File: config.mk
export PLATFORM = sky130hd
export DESIGN_NAME = hw_config_fifo_partition
export DESIGN_NICKNAME = d
export VERILOG_FILES = /design/src/hw/hwcfg_pkg.sv /design/src/hw/part_if.sv /design/src/hw/fifo_partition.sv /design/src/hw/hw_config_fifo_partition.sv /design/src/hw/soft_reset_seq.sv
export VERILOG_INCLUDE_DIRS = /design/src /design/src/hw
export SDC_FILE = /design/constraint.sdc
export NUM_CORES = 1
export LEC_CHECK = 0
export BUFFER_PORTS_ARGS = -buffer_cell sky130_fd_sc_hd__buf_2
export CAP_MARGIN = 20
export CORE_MARGIN = 2
export CORE_UTILIZATION = 43
export DETAILED_ROUTE_END_ITERATION = 12
export GPL_TIMING_DRIVEN = 0
export PLACE_DENSITY = 0.71
export SLEW_MARGIN = 30
export SYNTH_ARGS = -nofsm -noshare
export SYNTH_HDL_FRONTEND = slang
export SYNTH_SLANG_ARGS = --single-unit
File: constraint.sdc
create_clock -name clock -period 8.95 [get_ports clock]
set_clock_uncertainty 0.2 [all_clocks]
set_input_delay 1.79 -clock clock [delete_from_list [all_inputs] [get_ports clock]]
set_output_delay 1.79 -clock clock [all_outputs]
set_load 0.05 [all_outputs]
File: src/hw/hwcfg_params.svh
// Purpose: constants for the hardware configuration and buffer partition block
// Assumes: 200 MHz clock, AHB-Lite word registers
// Notes:   offsets are byte addresses
`ifndef HWCFG_PARAMS_SVH
`define HWCFG_PARAMS_SVH

// ---------------------------------------------------------------
// register map
// ---------------------------------------------------------------
`define HWCFG_OFF          12'h074
`define IRQ_STAT_OFF       12'h100
`define IRQ_MASK_OFF       12'h104
`define TX_REGION_OFF      12'h108
`define RX_REGION_OFF      12'h10c

// ---------------------------------------------------------------
// hardware_configuration fields
// ---------------------------------------------------------------
`define HWCFG_SOFT_RST_BIT 0
`define HWCFG_RST_TMO_BIT  1
`define HWCFG_EXTEN_BIT    2
`define HWCFG_DET_BIT      3
`define HWCFG_SEL_BIT      4
`define HWCFG_TXSZ_LSB     16
`define HWCFG_TXSZ_MSB     19
`define HWCFG_ONE_BIT      20
`define HWCFG_TXSZ_RST     4'h5
`define HWCFG_TXSZ_MIN     4'h2
`define HWCFG_TXSZ_MAX     4'he

// ---------------------------------------------------------------
// interrupt status and mask bits
// ---------------------------------------------------------------
`define IRQ_TXERR_BIT      0
`define IRQ_RXERR_BIT      1
`define IRQ_RST_TMO_BIT    2
`define IRQ_RST_DONE_BIT   3
`define IRQ_RXFULL_BIT     4
`define IRQ_W              5

// ---------------------------------------------------------------
// buffer partition
// ---------------------------------------------------------------
`define BUF_TOTAL_BYTES    16'h4000
`define TX_STATUS_BYTES    16'h0200
`define RX_FULL_MARGIN     16'h0010
`define KB_SHIFT           10
`define RX_STATUS_SHIFT    4

// ---------------------------------------------------------------
// timing
// ---------------------------------------------------------------
`define CLK_PERIOD_NS      5
`define RSTSEQ_TIMEOUT_NS  10000
`define RSTSEQ_TIMEOUT_CYC (`RSTSEQ_TIMEOUT_NS / `CLK_PERIOD_NS)
`define RSTSEQ_PULSE_NS    40
`define RSTSEQ_PULSE_CYC   ((`RSTSEQ_PULSE_NS + `CLK_PERIOD_NS - 1) / `CLK_PERIOD_NS)

`endif

File: src/hw/hwcfg_pkg.sv
// Purpose: types for the hardware configuration block
// Assumes: nothing
// Notes:   one-hot soft reset sequencer states
package hwcfg_pkg;
  typedef enum logic [2:0]
  {
    SR_IDLE  = 3'b001,
    SR_WAIT  = 3'b010,
    SR_PULSE = 3'b100
  } srState_t;
endpackage

File: src/hw/part_if.sv
// Purpose: buffer partition signals between configuration and calculator
// Assumes: sizes in bytes, except txAllocKb in kilobytes
// Notes:   none
`timescale 1ns/1ps
interface part_if;
  logic [3:0]  txAllocKb;
  logic [15:0] rxDataUsed;
  logic [15:0] txDataBytes;
  logic [15:0] rxDataBytes;
  logic [15:0] rxStatusBytes;
  logic        rxDataFull;
  modport cfg  (output txAllocKb, rxDataUsed, input txDataBytes, rxDataBytes, rxStatusBytes, rxDataFull);
  modport calc (input txAllocKb, rxDataUsed, output txDataBytes, rxDataBytes, rxStatusBytes, rxDataFull);
endinterface // part_if

File: src/hw/fifo_partition.sv
// Purpose: splits the shared buffer into transmit and receive regions
// Assumes: reserved size codes are clamped into the legal range
// Notes:   purely combinational
`timescale 1ns/1ps
`include "hwcfg_params.svh"
module fifo_partition
(
  part_if.calc p
);
  logic [3:0]  kb;
  logic [15:0] txTotal;
  logic [15:0] rxTotal;
  logic [15:0] rxStat;

  always_comb
  begin
    kb = p.txAllocKb;
    if (kb < `HWCFG_TXSZ_MIN)
      kb = `HWCFG_TXSZ_MIN;
    else if (kb > `HWCFG_TXSZ_MAX)
      kb = `HWCFG_TXSZ_MAX;
    txTotal         = 16'(kb) << `KB_SHIFT;
    p.txDataBytes   = txTotal - `TX_STATUS_BYTES;
    rxTotal         = `BUF_TOTAL_BYTES - txTotal;
    rxStat          = rxTotal >> `RX_STATUS_SHIFT;
    p.rxStatusBytes = rxStat;
    p.rxDataBytes   = rxTotal - rxStat;
    p.rxDataFull    = ({1'b0, p.rxDataUsed} + {1'b0, `RX_FULL_MARGIN})
                      >= {1'b0, p.rxDataBytes};
  end
endmodule // fifo_partition

File: src/hw/hw_config_fifo_partition.sv
// Purpose: hardware configuration register, management port steering,
//          soft reset control and buffer partition over AHB-Lite
// Assumes: single word transfers, all inputs synchronous to clock
// Notes:   every transfer takes one wait state
//
// The AHB-Lite register port and the address map were left to the implementer.
`timescale 1ns/1ps
`include "hwcfg_params.svh"

// Summary of operation
// - unselected external side pins held low/released, unselected internal side pins driven low
// - detect bit latched from external mdio
// - enable bit switches external mii port
// - stopped phy clocks make soft reset time out
// - soft reset clears mac, control, errors
// - soft reset bit clears itself when done
// - writes ignored until first read after reset
// - transmit data equals allocation minus 512 bytes
// - receive gets remainder, one sixteenth for status
// - receive data full four words early
// - transmit size bits 16-19, reset 5
module hw_config_fifo_partition
(
  input  wire logic        clock,
  input  wire logic        nrst,
  input  wire logic        hsel,
  input  wire logic [31:0] haddr,
  input  wire logic [1:0]  htrans,
  input  wire logic        hwrite,
  input  wire logic [2:0]  hsize,
  input  wire logic [31:0] hwdata,
  input  wire logic        hready,
  output logic             hreadyout,
  output logic             hresp,
  output logic [31:0]      hrdata,
  input  wire logic        mgmtMdc,
  input  wire logic        mgmtMdioOut,
  input  wire logic        mgmtMdioOe_n,
  output logic             mgmtMdioIn,
  output logic             intMdc,
  output logic             intMdioOut,
  output logic             intMdioOe_n,
  input  wire logic        intMdioIn,
  output logic             extMdc,
  output logic             extMdioOut,
  output logic             extMdioOe_n,
  input  wire logic        extMdioIn,
  output logic             extMiiEnable,
  input  wire logic        phyClkRunning,
  input  wire logic        powerSaveExit,
  input  wire logic        txErrorEvt,
  input  wire logic        rxErrorEvt,
  input  wire logic [15:0] rxDataUsed,
  output logic             rxDataFull,
  output logic [15:0]      txDataBytes,
  output logic [15:0]      rxDataBytes,
  output logic [15:0]      rxStatusBytes,
  output logic             regionFlush,
  output logic             macCsrReset,
  output logic             errorClear,
  output logic             irq
);
  // ---------------------------------------------------------------
  // state
  // ---------------------------------------------------------------
  logic              pend_q,     pend_d;
  logic              wr_q,       wr_d;
  logic [11:0]       addr_q,     addr_d;
  logic              ready_q,    ready_d;
  logic [31:0]       rdata_q,    rdata_d;
  logic              wrOpen_q,   wrOpen_d;
  logic              sel_q,      sel_d;
  logic              extEn_q,    extEn_d;
  logic              det_q,      det_d;
  logic              strapDone_q, strapDone_d;
  logic              srTo_q,     srTo_d;
  logic [3:0]        txSz_q,     txSz_d;
  logic              mustOne_q,  mustOne_d;
  logic [`IRQ_W-1:0] stat_q,     stat_d;
  logic [`IRQ_W-1:0] mask_q,     mask_d;
  logic              full_q,     full_d;
  logic              flush_q,    flush_d;
  logic              resetOut_q;
  logic              irq_q;
  logic [15:0]       txData_q, rxData_q, rxStat_q;
  logic              mdcI_q, mdioI_q, oeI_q, mdcE_q, mdioE_q, oeE_q, mIn_q;

  logic              wrNow;
  logic              rdNow;
  logic              srStart;
  logic              srBusy;
  logic              srActive;
  logic              srDone;
  logic              srTimeout;
  logic [`IRQ_W-1:0] statSet;
  logic [31:0]       hwcfgView;

  part_if pif ();

  function automatic logic isReg(input logic [11:0] a, input logic [11:0] off);
    isReg = (a == off);
  endfunction

  // ---------------------------------------------------------------
  // submodules
  // ---------------------------------------------------------------
  fifo_partition u_part
  (
    .p (pif.calc)
  );

  soft_reset_seq u_soft_reset_request
  (
    .clock         (clock),
    .nrst          (nrst),
    .start         (srStart),
    .phyClkRunning (phyClkRunning),
    .busy          (srBusy),
    .resetActive   (srActive),
    .done          (srDone),
    .timeout       (srTimeout)
  );

  assign pif.txAllocKb  = txSz_q;
  assign pif.rxDataUsed = rxDataUsed;

  // ---------------------------------------------------------------
  // bus decode
  // ---------------------------------------------------------------
  assign wrNow   = pend_q && wr_q && wrOpen_q;
  assign rdNow   = pend_q && !wr_q;
  assign srStart = wrNow && isReg(addr_q, `HWCFG_OFF) && hwdata[`HWCFG_SOFT_RST_BIT] && !srBusy;

  always_comb
  begin
    hwcfgView                       = 32'h0000_0000;
    hwcfgView[`HWCFG_SOFT_RST_BIT]  = srBusy;
    hwcfgView[`HWCFG_RST_TMO_BIT]   = srTo_q;
    hwcfgView[`HWCFG_EXTEN_BIT]     = extEn_q;
    hwcfgView[`HWCFG_DET_BIT]       = det_q;
    hwcfgView[`HWCFG_SEL_BIT]       = sel_q;
    hwcfgView[`HWCFG_TXSZ_MSB:`HWCFG_TXSZ_LSB] = txSz_q;
    hwcfgView[`HWCFG_ONE_BIT]       = mustOne_q;
  end

  // ---------------------------------------------------------------
  // next state
  // ---------------------------------------------------------------
  always_comb
  begin
    pend_d      = 1'b0;
    wr_d        = wr_q;
    addr_d      = addr_q;
    ready_d     = 1'b1;
    rdata_d     = rdata_q;
    wrOpen_d    = wrOpen_q;
    sel_d       = sel_q;
    extEn_d     = extEn_q;
    det_d       = det_q;
    strapDone_d = 1'b1;
    srTo_d      = srTo_q;
    txSz_d      = txSz_q;
    mustOne_d   = mustOne_q;
    mask_d      = mask_q;
    statSet     = '0;

    if (hsel && hready && htrans[1] && !pend_q)
    begin
      pend_d  = 1'b1;
      ready_d = 1'b0;
      wr_d    = hwrite;
      addr_d  = haddr[11:0];
    end

    if (!strapDone_q)
      det_d = extMdioIn;

    if (rdNow)
    begin
      wrOpen_d = 1'b1;
      if (isReg(addr_q, `HWCFG_OFF))
        rdata_d = hwcfgView;
      else if (isReg(addr_q, `IRQ_STAT_OFF))
        rdata_d = 32'(stat_q);
      else if (isReg(addr_q, `IRQ_MASK_OFF))
        rdata_d = 32'(mask_q);
      else if (isReg(addr_q, `TX_REGION_OFF))
        rdata_d = {16'h0000, txData_q};
      else if (isReg(addr_q, `RX_REGION_OFF))
        rdata_d = {rxStat_q, rxData_q};
      else
        rdata_d = 32'h0000_0000;
    end
    if (powerSaveExit)
      wrOpen_d = 1'b0;

    if (wrNow && isReg(addr_q, `HWCFG_OFF))
    begin
      sel_d   = hwdata[`HWCFG_SEL_BIT];
      extEn_d = hwdata[`HWCFG_EXTEN_BIT];
      txSz_d  = hwdata[`HWCFG_TXSZ_MSB:`HWCFG_TXSZ_LSB];
      mustOne_d = hwdata[`HWCFG_ONE_BIT];
    end
    if (wrNow && isReg(addr_q, `IRQ_MASK_OFF))
      mask_d = hwdata[`IRQ_W-1:0];

    if (srStart)
      srTo_d = 1'b0;
    if (srTimeout)
      srTo_d = 1'b1;

    if (srActive)
    begin
      txSz_d = `HWCFG_TXSZ_RST;
      mustOne_d = 1'b0;
      mask_d = '0;
    end

    full_d  = pif.rxDataFull;
    flush_d = (txSz_d != txSz_q) || (srActive && !resetOut_q);

    statSet[`IRQ_TXERR_BIT]     = txErrorEvt;
    statSet[`IRQ_RXERR_BIT]     = rxErrorEvt;
    statSet[`IRQ_RST_TMO_BIT]   = srTimeout;
    statSet[`IRQ_RST_DONE_BIT]  = srDone;
    statSet[`IRQ_RXFULL_BIT]    = pif.rxDataFull && !full_q;

    stat_d = stat_q;
    if (wrNow && isReg(addr_q, `IRQ_STAT_OFF))
      stat_d = stat_d & ~hwdata[`IRQ_W-1:0];
    if (srActive)
    begin
      stat_d[`IRQ_TXERR_BIT] = 1'b0;
      stat_d[`IRQ_RXERR_BIT] = 1'b0;
    end
    stat_d = stat_d | statSet;
  end

  // ---------------------------------------------------------------
  // registers
  // ---------------------------------------------------------------
  always_ff @(posedge clock or negedge nrst)
  begin
    if (!nrst)
    begin
      pend_q      <= 1'b0;
      wr_q        <= 1'b0;
      addr_q      <= 12'h000;
      ready_q     <= 1'b1;
      rdata_q     <= 32'h0000_0000;
      wrOpen_q    <= 1'b0;
      sel_q       <= 1'b0;
      extEn_q     <= 1'b0;
      det_q       <= 1'b0;
      strapDone_q <= 1'b0;
      srTo_q      <= 1'b0;
      txSz_q      <= `HWCFG_TXSZ_RST;
      mustOne_q   <= 1'b0;
      stat_q      <= '0;
      mask_q      <= '0;
      full_q      <= 1'b0;
      flush_q     <= 1'b0;
      resetOut_q  <= 1'b0;
      irq_q       <= 1'b0;
    end
    else
    begin
      pend_q      <= pend_d;
      wr_q        <= wr_d;
      addr_q      <= addr_d;
      ready_q     <= ready_d;
      rdata_q     <= rdata_d;
      wrOpen_q    <= wrOpen_d;
      sel_q       <= sel_d;
      extEn_q     <= extEn_d;
      det_q       <= det_d;
      strapDone_q <= strapDone_d;
      srTo_q      <= srTo_d;
      txSz_q      <= txSz_d;
      mustOne_q   <= mustOne_d;
      stat_q      <= stat_d;
      mask_q      <= mask_d;
      full_q      <= full_d;
      flush_q     <= flush_d;
      resetOut_q  <= srActive;
      irq_q       <= |(stat_q & mask_q);
    end
  end

  // ---------------------------------------------------------------
  // management port steering and region outputs
  // ---------------------------------------------------------------
  always_ff @(posedge clock or negedge nrst)
  begin
    if (!nrst)
    begin
      mdcI_q   <= 1'b0;
      mdioI_q  <= 1'b0;
      oeI_q    <= 1'b1;
      mdcE_q   <= 1'b0;
      mdioE_q  <= 1'b0;
      oeE_q    <= 1'b1;
      mIn_q    <= 1'b0;
      txData_q <= 16'h0000;
      rxData_q <= 16'h0000;
      rxStat_q <= 16'h0000;
    end
    else
    begin
      mdcI_q   <= sel_q ? 1'b0 : mgmtMdc;
      mdioI_q  <= sel_q ? 1'b0 : mgmtMdioOut;
      oeI_q    <= sel_q ? 1'b0 : mgmtMdioOe_n;
      mdcE_q   <= sel_q ? mgmtMdc : 1'b0;
      mdioE_q  <= sel_q ? mgmtMdioOut : 1'b0;
      oeE_q    <= sel_q ? mgmtMdioOe_n : 1'b1;
      mIn_q    <= sel_q ? extMdioIn : intMdioIn;
      txData_q <= pif.txDataBytes;
      rxData_q <= pif.rxDataBytes;
      rxStat_q <= pif.rxStatusBytes;
    end
  end

  assign hreadyout     = ready_q;
  assign hresp         = 1'b0;
  assign hrdata        = rdata_q;
  assign mgmtMdioIn    = mIn_q;
  assign intMdc        = mdcI_q;
  assign intMdioOut    = mdioI_q;
  assign intMdioOe_n   = oeI_q;
  assign extMdc        = mdcE_q;
  assign extMdioOut    = mdioE_q;
  assign extMdioOe_n   = oeE_q;
  assign extMiiEnable  = extEn_q;
  assign rxDataFull    = full_q;
  assign txDataBytes   = txData_q;
  assign rxDataBytes   = rxData_q;
  assign rxStatusBytes = rxStat_q;
  assign regionFlush   = flush_q;
  assign macCsrReset   = resetOut_q;
  assign errorClear    = resetOut_q;
  assign irq           = irq_q;
endmodule // hw_config_fifo_partition

File: src/hw/soft_reset_seq.sv
// Purpose: soft reset sequencer with timeout on stopped phy clocks
// Assumes: phyClkRunning is synchronous to clock
// Notes:   start is ignored while busy
`timescale 1ns/1ps
`include "hwcfg_params.svh"
module soft_reset_seq
(
  input  wire logic clock,
  input  wire logic nrst,
  input  wire logic start,
  input  wire logic phyClkRunning,
  output logic      busy,
  output logic      resetActive,
  output logic      done,
  output logic      timeout
);
  hwcfg_pkg::srState_t state_q;
  hwcfg_pkg::srState_t state_d;
  logic [15:0]         count_q;
  logic [15:0]         count_d;

  always_comb
  begin
    state_d = state_q;
    count_d = count_q;
    done    = 1'b0;
    timeout = 1'b0;
    case (state_q)
      hwcfg_pkg::SR_IDLE:
      begin
        count_d = 16'h0000;
        if (start)
          state_d = hwcfg_pkg::SR_WAIT;
      end
      hwcfg_pkg::SR_WAIT:
      begin
        if (phyClkRunning)
        begin
          state_d = hwcfg_pkg::SR_PULSE;
          count_d = 16'h0000;
        end
        else if (count_q == 16'(`RSTSEQ_TIMEOUT_CYC - 1))
        begin
          timeout = 1'b1;
          state_d = hwcfg_pkg::SR_IDLE;
        end
        else
          count_d = count_q + 16'h0001;
      end
      hwcfg_pkg::SR_PULSE:
      begin
        if (count_q == 16'(`RSTSEQ_PULSE_CYC - 1))
        begin
          done    = 1'b1;
          state_d = hwcfg_pkg::SR_IDLE;
        end
        else
          count_d = count_q + 16'h0001;
      end
      default:
        state_d = hwcfg_pkg::SR_IDLE;
    endcase
  end

  assign busy        = (state_q != hwcfg_pkg::SR_IDLE);
  assign resetActive = (state_q == hwcfg_pkg::SR_PULSE);

  always_ff @(posedge clock or negedge nrst)
  begin
    if (!nrst)
    begin
      state_q <= hwcfg_pkg::SR_IDLE;
      count_q <= 16'h0000;
    end
    else
    begin
      state_q <= state_d;
      count_q <= count_d;
    end
  end
endmodule // soft_reset_seq
==> report_table.html, run 1 <==
<table>
<tr><th>Metric</th><th>Value</th></tr>
<tr><th colspan="2">Finish</th></tr>
<tr><td>Antenna diode count</td><td>0</td></tr>
<tr><td>Commonest non-fill, non-tap cells in the layout</td><td>sky130_fd_sc_hd__buf_2, sky130_fd_sc_hd__dfrtp_1, sky130_fd_sc_hd__nand2_1</td></tr>
<tr><td>Final net count</td><td>819</td></tr>
<tr><td>Most common cell after layout, fill and taps aside</td><td>sky130_fd_sc_hd__buf_2</td></tr>
<tr><td>Synth-to-Final Area Change</td><td>23.15%</td></tr>
<tr><td>Share of layout cells above drive strength 1</td><td>27.71%</td></tr>
<tr><td>Post-Layout Cell Count</td><td>883</td></tr>
<tr><th colspan="2">Critical path</th></tr>
<tr><td>Required time reported for the critical path endpoint</td><td>8.99 ns</td></tr>
<tr><td>Endpoint of the worst setup timing path</td><td>stat_q[4]</td></tr>
<tr><td>CP startpoint</td><td>pif.txAllocKb[1]</td></tr>
<tr><td>Depth of the worst register-to-register path</td><td>14</td></tr>
<tr><td>Top cell by count, worst path</td><td>sky130_fd_sc_hd__ha_1</td></tr>
<tr><td>RR Startpoint</td><td>pif.txAllocKb[1]</td></tr>
<tr><td>Critical Path End Type</td><td>register</td></tr>
<tr><td>CP max stage cell</td><td>sky130_fd_sc_hd__o211ai_1</td></tr>
<tr><td>Reg2reg end</td><td>stat_q[4]</td></tr>
<tr><td>Critical path, cell by cell</td><td>clkbuf_1, or2_2, o211ai_1, ha_1, nand2_1, ha_1, nand2_1, o211ai_1, o21a_1, ha_1, a41oi_1, a21o_1, o2111ai_1, a22o_1</td></tr>
<tr><td>Crit-path max cell delay</td><td>0.59 ns</td></tr>
<tr><td>Setup slack, reg-to-reg</td><td>4.67 ns</td></tr>
<tr><td>Critical path startpoint category</td><td>register</td></tr>
<tr><td>Kind of critical path</td><td>register to register</td></tr>
<tr><td>Top fanout value on the critical path</td><td>10</td></tr>
<tr><td>Count of buffering cells on the critical path with inverters included</td><td>1</td></tr>
<tr><td>Total number of cells along the worst setup path</td><td>14</td></tr>
<tr><td>Worst EP arrival</td><td>4.32 ns</td></tr>
<tr><td>Critical path's top delay family</td><td>compound AO/OA/AOI/OAI gates</td></tr>
<tr><th colspan="2">Power</th></tr>
<tr><td>Switching Fraction</td><td>26.34%</td></tr>
<tr><td>Highest ir drop seen on vdd</td><td>0.1013 mV</td></tr>
<tr><td>Net switching power</td><td>0.2872 mW</td></tr>
<tr><td>Proportion of power drawn by flip-flops and latches</td><td>47.6%</td></tr>
<tr><td>Final Power</td><td>1.091 mW</td></tr>
<tr><td>Power density relative to cell area</td><td>162.6 mW/mm^2</td></tr>
<tr><td>Clock network fraction of design power</td><td>39.3%</td></tr>
<tr><td>Leakage Power</td><td>3.464 nW</td></tr>
<tr><td>Power share of the combinational group</td><td>13.0%</td></tr>
<tr><td>Design internal power</td><td>0.8034 mW</td></tr>
<tr><th colspan="2">Die</th></tr>
<tr><td>Number of core rows</td><td>41</td></tr>
<tr><td>Number of top-level design ports</td><td>194</td></tr>
<tr><td>Vert. Die Dim</td><td>116.6 um</td></tr>
<tr><td>Placeable core region</td><td>0.01252 mm^2</td></tr>
<tr><td>Die X</td><td>116.6 um</td></tr>
<tr><td>Die area</td><td>0.01359 mm^2</td></tr>
<tr><td>Starting utilization of the core area</td><td>43.52%</td></tr>
<tr><th colspan="2">Clocking</th></tr>
<tr><td>Library cell used as clock root buffer</td><td>sky130_fd_sc_hd__clkbuf_16</td></tr>
<tr><td>CTS buffer count</td><td>9</td></tr>
<tr><td>Clock tree from TritonCTS</td><td>yes</td></tr>
<tr><td>Post-CTS Setup Repair Bufs</td><td>0</td></tr>
<tr><td>Max H-tree Level</td><td>3</td></tr>
<tr><td>Worst-Skew Late Latency</td><td>0.34 ns</td></tr>
<tr><td>Clock input transition at the sequential cells of the worst setup and hold paths</td><td>0.07 ns</td></tr>
<tr><td>PostCTS Resize Cnt</td><td>0</td></tr>
<tr><td>Clock net sink count</td><td>109</td></tr>
<tr><td>CTS Buffer Depth</td><td>2</td></tr>
<tr><td>Hold-fix buffer count after cts</td><td>0</td></tr>
<tr><th colspan="2">Yosys</th></tr>
<tr><td>Cell area after synthesis</td><td>0.005448 mm^2</td></tr>
<tr><td>Sequential-to-total area share from yosys stat</td><td>50.21%</td></tr>
<tr><td>Distinct cell type count of the synthesized netlist</td><td>62</td></tr>
<tr><td>Post-synth top area share</td><td>47.31%</td></tr>
<tr><td>Warnings, synthesis</td><td>0</td></tr>
<tr><td>Flip-flop and latch count after synthesis</td><td>109</td></tr>
<tr><td>Cell accounting for the most synthesized area</td><td>sky130_fd_sc_hd__dfrtp_1</td></tr>
<tr><td>Flip-flop cell with the highest count after synthesis</td><td>sky130_fd_sc_hd__dfrtp_1</td></tr>
<tr><td>EDFF count, synth</td><td>0</td></tr>
<tr><td>Post-synthesis average cell area</td><td>9.941 um^2</td></tr>
<tr><td>Number of cells produced by synthesis</td><td>548</td></tr>
<tr><td>Top cells by area, synth</td><td>sky130_fd_sc_hd__dfrtp_1, sky130_fd_sc_hd__nand2_1, sky130_fd_sc_hd__buf_4, sky130_fd_sc_hd__mux2i_1, sky130_fd_sc_hd__ha_1</td></tr>
<tr><td>Fraction of registers with async set/reset</td><td>100.0%</td></tr>
<tr><th colspan="2">Detailed routing</th></tr>
<tr><td>Post-route antenna net violation count</td><td>0</td></tr>
<tr><td>1st-pass router iterations</td><td>5</td></tr>
<tr><td>Vias after detailed routing</td><td>4378</td></tr>
<tr><td>Violation count after the first detailed-route iteration</td><td>252</td></tr>
<tr><td>Total DRC errors in the routed layout</td><td>0</td></tr>
<tr><td>Number of vias per cell</td><td>4.958</td></tr>
<tr><td>Average routed wire per standard cell</td><td>14.28 um</td></tr>
<tr><td>Total Routed Length</td><td>12.61 mm</td></tr>
<tr><th colspan="2">Timing</th></tr>
<tr><td>Maximum operating frequency</td><td>233.5 MHz</td></tr>
<tr><td>Final number of setup-violating endpoints</td><td>0</td></tr>
<tr><td>Actual transition at the worst max-transition pin</td><td>0.7173 ns</td></tr>
<tr><td>Crit share post-route</td><td>47.84%</td></tr>
<tr><td>Tmin final</td><td>4.282 ns</td></tr>
<tr><td>Rel. slew slack</td><td>51.97%</td></tr>
<tr><td>Number of endpoints with negative hold slack in the final report</td><td>0</td></tr>
<tr><td>Final max-slew violation count</td><td>0</td></tr>
<tr><td>Post-Route Setup TNS</td><td>0 ns</td></tr>
<tr><td>Setup repair after global routing missed its margin</td><td>false</td></tr>
<tr><th colspan="2">Global routing</th></tr>
<tr><td>Global-route wire length before repair</td><td>20.09 mm</td></tr>
<tr><td>Number of global-route vias before repair</td><td>4254</td></tr>
<tr><td>Pin count of the biggest net entering global routing</td><td>60</td></tr>
<tr><td>Leftover overflow at the end of global routing</td><td>0</td></tr>
<tr><td>Antenna violations before repair</td><td>1</td></tr>
<tr><td>Most used routing layer</td><td>met2</td></tr>
<tr><td>GRT Overall Usage</td><td>18.77%</td></tr>
<tr><td>Met2 track demand over resource in global routing</td><td>32.44%</td></tr>
<tr><td>Routing usage on met3</td><td>4.255%</td></tr>
<tr><td>Met1 track demand over resource</td><td>23.46%</td></tr>
<tr><th colspan="2">Min path</th></tr>
<tr><td>Count of cells along the worst hold path</td><td>2</td></tr>
<tr><td>Type of the tightest min-delay check</td><td>register to register</td></tr>
<tr><th colspan="2">Outcome</th></tr>
<tr><td>Result of the run</td><td>finished, final reports clean</td></tr>
<tr><th colspan="2">Place</th></tr>
<tr><td>Sum of net half-perimeters after detailed placement</td><td>9.651 mm</td></tr>
<tr><td>Count of buffers from port buffering</td><td>113</td></tr>
<tr><td>Total placed cells including tap cells</td><td>867</td></tr>
<tr><td>Final weighted congestion in routability-driven placement</td><td>0.8316</td></tr>
<tr><th colspan="2">Flow run</th></tr>
<tr><td>Maximum Capacitance Violations</td><td>0</td></tr>
</table>
## routing by layer
metal	share of wire, %	wire length [um]
met1	44	5516
met2	49	6194
met4	1.4	175
met5	0.056	7
met3	5.7	717
## worst min-delay path, delay by kind of cell (launching register included)
kind	cells	cell delay [ns]
DFF	1	0.34
and+or+nand+nor	2	0.09
## layout make-up
| type | count | area (um^2) |
|---|---|---|
| plain buffers | 59 | 390.4 |
| clock buffers | 9 | 225.2 |
| clock inverters | 7 | 97.59 |
| fillers | 1158 | 5808 |
| inverters | 23 | 86.33 |
| multi-input cells | 390 | 2360 |
| flip-flops and latches | 109 | 2735 |
| well taps | 172 | 215.2 |
| repair buffers | 114 | 599.3 |
## worst min path at each step
stage                          start         end  slack, ns
final                     hrdata[20]  hrdata[20]       0.26
after global routing       addr_q[9]   addr_q[9]       0.31
after CTS                 hrdata[20]  hrdata[20]       0.27
after detailed placement  hrdata[20]  hrdata[20]       0.25
after global placement    hrdata[17]  hrdata[17]       0.25
after floorplan           addr_q[10]  addr_q[10]       0.24
## stage by stage
step / cell area, um^2 / util [%] / hold WS [ns] / setup slack [ns]
after floorplan: 5572 / - / 0.2374 / 4.957
after global placement: 6352 / 50.75 / 0.2506 / 4.621
after detailed placement: 6386 / 51.02 / 0.2545 / 4.571
after CTS: 6709 / 53.60 / 0.2686 / 4.735
after global routing: 6709 / 53.60 / 0.3113 / 4.457
final: 6709 / 53.60 / 0.2636 / 4.668
## power by group through the flow
stage          clock network, mW  logic, mW  registers (mW)
2_1_floorplan                  0     0.0898           0.538
3_3_place_gp                   0      0.138           0.528
3_5_place_dp                   0      0.143           0.529
4_1_cts                    0.435      0.143           0.520
5_1_grt                    0.457      0.155           0.521
6_report                   0.429      0.142           0.520
## registers in the layout, indices dropped and copies added, names as in the netlist, 5 cells and up
register	cells
txDataBytes	6
u_soft_reset_request.count_q	16
rxDataBytes	9
rxStatusBytes	5
stat_q	5
mask_q	5
hrdata	24
addr_q	12
## cell usage after synthesis (all sizes together), types with 7 or more instances
master,count
o21ai,20
nand2,85
nor2,39
inv,23
nand3,20
nor2b,9
ha,14
a22o,8
dfrtp,103
xor2,15
xnor2,7
a21o,8
and3,7
mux2,7
nand4,10
mux2i,18
a21oi,17
buf,44
clkbuf,15
## cell families (layout without fill, tap and decap cells)
group	Yosys count	count (layout)	share of synthesized area (%)
and+or+nand+nor	212	212	19.27
xor gates and xnor gates	22	22	3.537
DFF	109	109	50.21
muxes	25	25	4.754
AOI/OAI and AO/OA	82	82	10.13
buffers and inverters	82	212	8.750
other	2	35	0.1379
adders and majority gates	14	14	3.215
Power figures use the tool's default switching activity.
==> inputs of run 2 (changes only) <==
Settings changed: PLACE_DENSITY 0.71 to 0.73.
Clock period 8.95 ns to 3.45 ns, I/O delays scaled along.
==> run 2 against run 1 <==
  * Sequential power increased to 2.6 times the previous value
  * Sequential share of layout area decreased by 1.4 points
  * First-iteration DRC count increased by 29%
  * Global-route usage increased by 0.60 points
  * Maximum frequency increased by 26%
  * Combinational power increased to 2.6 times the previous value
  * Utilization increased by 2.0 points
  * Wire length increased by 5.8%
  * Count of clock-buffer cells in the layout increased by 3
  * Die area unchanged
  * Clock power increased by 130%
  * Via count increased by 1.9%
==> report_table.html, run 2 (synthesized netlist as in run 1, its figures left out) <==
<table>
<tr><th>Metric</th><th>Value</th></tr>
<tr><th colspan="2">Place</th></tr>
<tr><td>Worst setup timing slack at the placement stage</td><td>-0.6018 ns (was 4.571 ns)</td></tr>
<tr><td>Sum of net half-perimeters after detailed placement</td><td>9.807 mm (was 9.651 mm)</td></tr>
<tr><td>Total placed cells including tap cells</td><td>867 (unchanged)</td></tr>
<tr><td>Final weighted congestion in routability-driven placement</td><td>0.8095 (was 0.8316)</td></tr>
<tr><td>Count of buffers from port buffering</td><td>113 (unchanged)</td></tr>
<tr><th colspan="2">Die</th></tr>
<tr><td>Number of core rows</td><td>41 (unchanged)</td></tr>
<tr><td>Die X</td><td>116.6 um (unchanged)</td></tr>
<tr><td>Vert. Die Dim</td><td>116.6 um (unchanged)</td></tr>
<tr><td>Die area</td><td>0.01359 mm^2 (unchanged)</td></tr>
<tr><td>Number of top-level design ports</td><td>194 (unchanged)</td></tr>
<tr><td>Starting utilization of the core area</td><td>43.52% (unchanged)</td></tr>
<tr><td>Placeable core region</td><td>0.01252 mm^2 (unchanged)</td></tr>
<tr><th colspan="2">Clocking</th></tr>
<tr><td>Library cell used as clock root buffer</td><td>sky130_fd_sc_hd__clkbuf_16 (unchanged)</td></tr>
<tr><td>CTS buffer count</td><td>9 (unchanged)</td></tr>
<tr><td>Clock input transition at the sequential cells of the worst setup and hold paths</td><td>0.07 ns (about the same)</td></tr>
<tr><td>Worst-Skew Late Latency</td><td>0.35 ns (was 0.34 ns)</td></tr>
<tr><td>Max H-tree Level</td><td>3 (unchanged)</td></tr>
<tr><td>CTS Buffer Depth</td><td>2 (unchanged)</td></tr>
<tr><td>Clock net sink count</td><td>109 (unchanged)</td></tr>
<tr><td>Clock tree from TritonCTS</td><td>yes (unchanged)</td></tr>
<tr><th colspan="2">Timing</th></tr>
<tr><td>Actual transition at the worst max-transition pin</td><td>0.7105 ns (was 0.7173 ns)</td></tr>
<tr><td>Maximum operating frequency</td><td>295.1 MHz (was 233.5 MHz)</td></tr>
<tr><td>Final number of setup-violating endpoints</td><td>0 (unchanged)</td></tr>
<tr><td>Hold WS</td><td>0.07400 ns (was 0.2636 ns)</td></tr>
<tr><td>Tmin final</td><td>3.389 ns (was 4.282 ns)</td></tr>
<tr><td>Crit share post-route</td><td>98.24% (was 47.84%)</td></tr>
<tr><td>Rel. slew slack</td><td>52.63% (was 51.97%)</td></tr>
<tr><td>Final setup slack of the worst path</td><td>0.06086 ns (was 4.668 ns)</td></tr>
<tr><td>Setup repair after global routing missed its margin</td><td>true (was false)</td></tr>
<tr><td>Final max-slew violation count</td><td>0 (unchanged)</td></tr>
<tr><td>Post-Route Setup TNS</td><td>0 ns (unchanged)</td></tr>
<tr><td>Number of endpoints with negative hold slack in the final report</td><td>0 (unchanged)</td></tr>
<tr><th colspan="2">Detailed routing</th></tr>
<tr><td>Average routed wire per standard cell</td><td>14.81 um (was 14.28 um)</td></tr>
<tr><td>Total Routed Length</td><td>13.34 mm (was 12.61 mm)</td></tr>
<tr><td>Number of vias per cell</td><td>4.952 (was 4.958)</td></tr>
<tr><td>Total DRC errors in the routed layout</td><td>0 (unchanged)</td></tr>
<tr><td>Violation count after the first detailed-route iteration</td><td>325 (was 252)</td></tr>
<tr><td>1st-pass router iterations</td><td>4 (was 5)</td></tr>
<tr><td>Vias after detailed routing</td><td>4462 (was 4378)</td></tr>
<tr><td>Post-route antenna net violation count</td><td>0 (unchanged)</td></tr>
<tr><th colspan="2">Power</th></tr>
<tr><td>Final Power</td><td>2.725 mW (was 1.091 mW)</td></tr>
<tr><td>Leakage Power</td><td>3.575 nW (was 3.464 nW)</td></tr>
<tr><td>Power density relative to cell area</td><td>391.7 mW/mm^2 (was 162.6 mW/mm^2)</td></tr>
<tr><td>Highest ir drop seen on vdd</td><td>0.2414 mV (was 0.1013 mV)</td></tr>
<tr><th colspan="2">Finish</th></tr>
<tr><td>Final net count</td><td>837 (was 819)</td></tr>
<tr><td>Share of layout cells above drive strength 1</td><td>32.65% (was 27.71%)</td></tr>
<tr><td>Commonest non-fill, non-tap cells in the layout</td><td>sky130_fd_sc_hd__buf_2, sky130_fd_sc_hd__dfrtp_1, sky130_fd_sc_hd__nand2_1 (unchanged)</td></tr>
<tr><td>Antenna diode count</td><td>0 (unchanged)</td></tr>
<tr><td>Synth-to-Final Area Change</td><td>27.70% (was 23.15%)</td></tr>
<tr><td>Post-Layout Cell Count</td><td>901 (was 883)</td></tr>
<tr><td>Number of flip-flops under the largest register name</td><td>24 (unchanged)</td></tr>
<tr><td>Most common cell after layout, fill and taps aside</td><td>sky130_fd_sc_hd__buf_2 (unchanged)</td></tr>
<tr><th colspan="2">Critical path</th></tr>
<tr><td>Required time reported for the critical path endpoint</td><td>3.49 ns (was 8.99 ns)</td></tr>
<tr><td>Top fanout value on the critical path</td><td>5 (was 10)</td></tr>
<tr><td>Worst EP arrival</td><td>3.43 ns (was 4.32 ns)</td></tr>
<tr><td>Critical path startpoint category</td><td>register (unchanged)</td></tr>
<tr><td>Kind of critical path</td><td>register to register (unchanged)</td></tr>
<tr><td>Critical Path End Type</td><td>register (unchanged)</td></tr>
<tr><th colspan="2">Outcome</th></tr>
<tr><td>Result of the run</td><td>finished, final reports clean (unchanged)</td></tr>
<tr><th colspan="2">Global routing</th></tr>
<tr><td>Pin count of the biggest net entering global routing</td><td>59 (was 60)</td></tr>
<tr><td>Number of global-route vias before repair</td><td>4377 (was 4254)</td></tr>
<tr><td>GRT Overall Usage</td><td>19.37% (was 18.77%)</td></tr>
<tr><td>Antenna violations before repair</td><td>0 (was 1)</td></tr>
<tr><td>Global-route wire length before repair</td><td>20.51 mm (was 20.09 mm)</td></tr>
<tr><td>Leftover overflow at the end of global routing</td><td>0 (unchanged)</td></tr>
<tr><th colspan="2">Min path</th></tr>
<tr><td>Type of the tightest min-delay check</td><td>input pin to async pin (was register to register)</td></tr>
<tr><th colspan="2">Flow run</th></tr>
<tr><td>Maximum Capacitance Violations</td><td>0 (unchanged)</td></tr>
</table>
[run 2: changes by cell type in the layout (fill, tap and decap cells not counted), moves of 2 or more]
cell,delta
sky130_fd_sc_hd__clkbuf_8,+2
sky130_fd_sc_hd__nand2_2,+2
sky130_fd_sc_hd__a21oi_2,+2
sky130_fd_sc_hd__ha_4,+3
sky130_fd_sc_hd__nand2_1,-3
sky130_fd_sc_hd__a21oi_1,-3
sky130_fd_sc_hd__clkbuf_1,-2
sky130_fd_sc_hd__ha_1,-4
sky130_fd_sc_hd__bufinv_16,-2
sky130_fd_sc_hd__buf_4,+20
[run 2: power breakdown]
part / switching (mW) / internal, mW / leakage [nW]
Clock: 0.470 / 0.533 / 0.139
Sequential: 0.0269 / 1.32 / 1.39
Combinational: 0.248 / 0.128 / 2.05
[run 2: cell type report]
type	instances	area (um^2)
timing repair buffer	134	749.5
clock inverter	4	30.03
sequential	109	2736
fill	1109	5560
multi-input combinational	390	2499
tap	172	215.2
inverter	23	86.33
buffer	57	384.1
clock buffer	12	256.5
[run 2: layer usage]
metal  part of all wire [%]  wire (um)  GRT usage, %  vias to the layer above
met4                    2.6        341         7.922                        0
li1                       -          -             -                     2152
met1                     42       5548         23.54                     2128
met5                      0          0             0                        -
met3                    6.7        888         4.774                       29
met2                     49       6561         33.10                      153
[run 2: worst paths after layout]
kind | slack, ns | from | cells past startpoint | endpoint
max in group asynchronous | 2.29 | nrst | 2 | extMdioOe_n
max | 0.06 | pif.txAllocKb[1] | 14 | stat_q[4]
max reg2reg | 0.06 | pif.txAllocKb[1] | 14 | stat_q[4]
min in group clock | 0.27 | hrdata[17] | 2 | hrdata[17]
min | 0.07 | nrst | 1 | addr_q[11]
min reg2reg | 0.27 | hrdata[17] | 2 | hrdata[17]
[run 2: per-stage QoR]
stage | cell area, um^2 | util, %
final | 6957 | 55.58
after global routing | 6957 | 55.58
after CTS | 6843 | 54.67
after detailed placement | 6425 | 51.33
after global placement | 6391 | 51.06
after floorplan | 5610 | -
[run 2: worst max-delay path, cell delays in order (launching register included)]
cell,delay [ns]
sky130_fd_sc_hd__dfrtp_2,0.44
sky130_fd_sc_hd__or2_4,0.23
sky130_fd_sc_hd__o211ai_1,0.26
sky130_fd_sc_hd__ha_2,0.28
sky130_fd_sc_hd__nor2b_4,0.17
sky130_fd_sc_hd__o21ai_2,0.08
sky130_fd_sc_hd__a21oi_4,0.20
sky130_fd_sc_hd__a31oi_2,0.15
sky130_fd_sc_hd__a21oi_2,0.24
sky130_fd_sc_hd__ha_4,0.24
sky130_fd_sc_hd__a21o_1,0.15
sky130_fd_sc_hd__nand2_1,0.06
sky130_fd_sc_hd__a21o_1,0.16
sky130_fd_sc_hd__o2111ai_4,0.16
sky130_fd_sc_hd__a22o_1,0.27
[run 2: repair_timing]
item | CTS | global route
endpoints found under the setup margin | 2 | 3
gates resized for setup | 8 | 17
endpoints found under the hold margin | 0 | 0
setup buffers | 13 | 7
pin swaps | 9 | 17
hold buffers | 0 | 0
==> inputs of run 3 (changes only) <==
Settings changed: CTS_BUF_LIST set to sky130_fd_sc_hd__clkbuf_16, CTS_CLUSTER_DIAMETER set to 30.
==> run 3 against run 2 <==
  * Cell area is 0.29% lower
  * Global-route usage hardly changed
  * Cell count stayed put
  * Non-clock buffer count stayed put
  * Power is 1.9% lower
  * Highest routed layer unchanged
  * Utilization is 0.16 points lower
  * Clock power is 5% lower
  * Sequential power hardly changed
  * Critical path depth stayed put
  * Sequential cell count stayed put
  * Register-to-register slack hardly changed
  * Combinational power hardly changed
==> report_table.html, run 3 (synthesized netlist as in run 1, its figures left out) <==
<table>
<tr><th>Metric</th><th>Value</th></tr>
<tr><th colspan="2">Global routing</th></tr>
<tr><td>Global-route wire length before repair</td><td>20.44 mm (was 20.51 mm)</td></tr>
<tr><td>Leftover overflow at the end of global routing</td><td>0 (unchanged)</td></tr>
<tr><td>Pin count of the biggest net entering global routing</td><td>59 (unchanged)</td></tr>
<tr><td>GRT Overall Usage</td><td>19.32% (was 19.37%)</td></tr>
<tr><td>Antenna violations before repair</td><td>0 (unchanged)</td></tr>
<tr><td>Number of global-route vias before repair</td><td>4382 (was 4377)</td></tr>
<tr><th colspan="2">Detailed routing</th></tr>
<tr><td>Total Routed Length</td><td>13.28 mm (was 13.34 mm)</td></tr>
<tr><td>1st-pass router iterations</td><td>4 (unchanged)</td></tr>
<tr><td>Vias after detailed routing</td><td>4506 (was 4462)</td></tr>
<tr><td>Total DRC errors in the routed layout</td><td>0 (unchanged)</td></tr>
<tr><td>Post-route antenna net violation count</td><td>0 (unchanged)</td></tr>
<tr><td>Number of vias per cell</td><td>5.001 (was 4.952)</td></tr>
<tr><td>Violation count after the first detailed-route iteration</td><td>325 (unchanged)</td></tr>
<tr><td>Average routed wire per standard cell</td><td>14.73 um (was 14.81 um)</td></tr>
<tr><th colspan="2">Die</th></tr>
<tr><td>Die X</td><td>116.6 um (unchanged)</td></tr>
<tr><td>Die area</td><td>0.01359 mm^2 (unchanged)</td></tr>
<tr><td>Starting utilization of the core area</td><td>43.52% (unchanged)</td></tr>
<tr><td>Number of top-level design ports</td><td>194 (unchanged)</td></tr>
<tr><td>Number of core rows</td><td>41 (unchanged)</td></tr>
<tr><td>Vert. Die Dim</td><td>116.6 um (unchanged)</td></tr>
<tr><td>Placeable core region</td><td>0.01252 mm^2 (unchanged)</td></tr>
<tr><th colspan="2">Timing</th></tr>
<tr><td>Maximum operating frequency</td><td>295.5 MHz (was 295.1 MHz)</td></tr>
<tr><td>Tmin final</td><td>3.384 ns (was 3.389 ns)</td></tr>
<tr><td>Number of endpoints with negative hold slack in the final report</td><td>0 (unchanged)</td></tr>
<tr><td>Final number of setup-violating endpoints</td><td>0 (unchanged)</td></tr>
<tr><td>Final max-slew violation count</td><td>0 (unchanged)</td></tr>
<tr><td>Rel. slew slack</td><td>52.85% (was 52.63%)</td></tr>
<tr><td>Actual transition at the worst max-transition pin</td><td>0.7072 ns (was 0.7105 ns)</td></tr>
<tr><td>Crit share post-route</td><td>98.08% (was 98.24%)</td></tr>
<tr><td>Post-Route Setup TNS</td><td>0 ns (unchanged)</td></tr>
<tr><td>Setup repair after global routing missed its margin</td><td>true (unchanged)</td></tr>
<tr><th colspan="2">Critical path</th></tr>
<tr><td>Kind of critical path</td><td>register to register (unchanged)</td></tr>
<tr><td>Depth of the worst register-to-register path</td><td>14 (unchanged)</td></tr>
<tr><td>Required time reported for the critical path endpoint</td><td>3.49 ns (about the same)</td></tr>
<tr><td>Worst EP arrival</td><td>3.42 ns (was 3.43 ns)</td></tr>
<tr><td>Critical path startpoint category</td><td>register (unchanged)</td></tr>
<tr><td>Critical Path End Type</td><td>register (unchanged)</td></tr>
<tr><td>Top fanout value on the critical path</td><td>8 (was 5)</td></tr>
<tr><th colspan="2">Clocking</th></tr>
<tr><td>Clock input transition at the sequential cells of the worst setup and hold paths</td><td>0.07 ns (about the same)</td></tr>
<tr><td>CTS Buffer Depth</td><td>2 (unchanged)</td></tr>
<tr><td>CTS buffer count</td><td>9 (unchanged)</td></tr>
<tr><td>Clock net sink count</td><td>109 (unchanged)</td></tr>
<tr><td>Library cell used as clock root buffer</td><td>sky130_fd_sc_hd__clkbuf_16 (unchanged)</td></tr>
<tr><td>Worst-Skew Late Latency</td><td>0.35 ns (about the same)</td></tr>
<tr><td>Clock tree from TritonCTS</td><td>yes (unchanged)</td></tr>
<tr><td>Max H-tree Level</td><td>3 (unchanged)</td></tr>
<tr><th colspan="2">Finish</th></tr>
<tr><td>Filler cell count</td><td>1111 (was 1109)</td></tr>
<tr><td>Number of flip-flops under the largest register name</td><td>24 (unchanged)</td></tr>
<tr><td>Synth-to-Final Area Change</td><td>27.33% (was 27.70%)</td></tr>
<tr><td>Commonest non-fill, non-tap cells in the layout</td><td>sky130_fd_sc_hd__buf_2, sky130_fd_sc_hd__dfrtp_1, sky130_fd_sc_hd__nand2_1 (unchanged)</td></tr>
<tr><td>Utilization of the core after routing</td><td>55.42% (was 55.58%)</td></tr>
<tr><td>Share of layout cells above drive strength 1</td><td>32.37% (was 32.65%)</td></tr>
<tr><td>Antenna diode count</td><td>0 (unchanged)</td></tr>
<tr><td>Most common cell after layout, fill and taps aside</td><td>sky130_fd_sc_hd__buf_2 (unchanged)</td></tr>
<tr><td>Final net count</td><td>837 (unchanged)</td></tr>
<tr><td>Cell area after layout</td><td>0.006937 mm^2 (was 0.006957 mm^2)</td></tr>
<tr><td>Post-Layout Cell Count</td><td>901 (unchanged)</td></tr>
<tr><th colspan="2">Place</th></tr>
<tr><td>Count of buffers from port buffering</td><td>113 (unchanged)</td></tr>
<tr><td>Total placed cells including tap cells</td><td>867 (unchanged)</td></tr>
<tr><td>Final weighted congestion in routability-driven placement</td><td>0.8095 (unchanged)</td></tr>
<tr><td>Placed cell areas</td><td>0.006425 mm^2 (unchanged)</td></tr>
<tr><td>Sum of net half-perimeters after detailed placement</td><td>9.807 mm (unchanged)</td></tr>
<tr><th colspan="2">Power</th></tr>
<tr><td>Leakage Power</td><td>3.568 nW (was 3.575 nW)</td></tr>
<tr><td>Power density relative to cell area</td><td>385.4 mW/mm^2 (was 391.7 mW/mm^2)</td></tr>
<tr><td>Final Power</td><td>2.673 mW (was 2.725 mW)</td></tr>
<tr><td>Highest ir drop seen on vdd</td><td>0.2403 mV (was 0.2414 mV)</td></tr>
<tr><th colspan="2">Outcome</th></tr>
<tr><td>Result of the run</td><td>finished, final reports clean (unchanged)</td></tr>
<tr><th colspan="2">Flow run</th></tr>
<tr><td>Maximum Capacitance Violations</td><td>0 (unchanged)</td></tr>
<tr><th colspan="2">Min path</th></tr>
<tr><td>Type of the tightest min-delay check</td><td>input pin to async pin (unchanged)</td></tr>
</table>
## run 3: changes by cell type in the layout (fill, tap and decap cells not counted)
cell                       change
sky130_fd_sc_hd__clkbuf_1      -1
sky130_fd_sc_hd__clkinv_1      +2
sky130_fd_sc_hd__clkbuf_8      -2
sky130_fd_sc_hd__inv_1         +1
## run 3: cell type report
class | count | area [um^2] | share of cell area, %
tap | 172 | 215.2 | 3.102
clock buffer | 9 | 225.2 | 3.247
multi-input combinational | 390 | 2499 | 36.02
buffer | 57 | 384.1 | 5.538
inverter | 23 | 86.33 | 1.245
timing repair buffer | 134 | 749.5 | 10.80
sequential | 109 | 2736 | 39.45
clock inverter | 7 | 41.29 | 0.5952
## run 3: stage by stage
step / setup WS, ns / hold WS [ns]
2_1_floorplan: 0.001940 / 0.1944
3_3_place_gp: -0.4424 / 0.2519
4_1_cts: 0.01059 / 0.09382
6_report: 0.06634 / 0.07765
5_1_grt: -0.02571 / 0.1112
3_5_place_dp: -0.6018 / 0.2619
## run 3: worst paths after layout
kind,startpoint,end,slack (ns)
setup / recovery,pif.txAllocKb[2],stat_q[4],0.07
hold / removal,nrst,addr_q[11],0.08
setup reg to reg,pif.txAllocKb[2],stat_q[4],0.07
hold reg to reg,hrdata[17],hrdata[17],0.27
max in group asynchronous,nrst,extMdioOe_n,2.29
min in group clock,hrdata[17],hrdata[17],0.27
## run 3: where the power goes
group          total [mW]  internal, mW  switching [mW]
logic               0.376         0.128           0.248
clock network       0.950         0.485           0.465
registers            1.35          1.32          0.0270
## run 3: metal layers
metal,wire [um],vias to the layer above,GRT usage [%]
li1,-,2161,-
met1,5536,2158,23.37
met2,6486,155,33.02
met3,904,32,5.086
met4,348,0,7.686
met5,0,-,0
## run 3: what timing repair did
| item | CTS | global route |
|---|---|---|
| hold buffers | 0 | 0 |
| pin swaps | 9 | 17 |
| endpoints found under the setup margin | 2 | 3 |
| gates cloned | 0 | 0 |
| gates resized for setup | 8 | 17 |
| buffers inserted | 13 | 7 |
## run 3: worst max-delay path, cell delays in order (launching register included)
cell,delay [ns]
sky130_fd_sc_hd__dfstp_2,0.42
sky130_fd_sc_hd__or2_4,0.26
sky130_fd_sc_hd__o211ai_1,0.25
sky130_fd_sc_hd__ha_2,0.28
sky130_fd_sc_hd__nor2b_4,0.17
sky130_fd_sc_hd__o21ai_2,0.08
sky130_fd_sc_hd__a21oi_4,0.20
sky130_fd_sc_hd__a31oi_2,0.15
sky130_fd_sc_hd__a21oi_2,0.24
sky130_fd_sc_hd__ha_4,0.25
sky130_fd_sc_hd__a21o_1,0.15
sky130_fd_sc_hd__nand2_1,0.06
sky130_fd_sc_hd__a21o_1,0.16
sky130_fd_sc_hd__o2111ai_4,0.15
sky130_fd_sc_hd__a22o_1,0.26
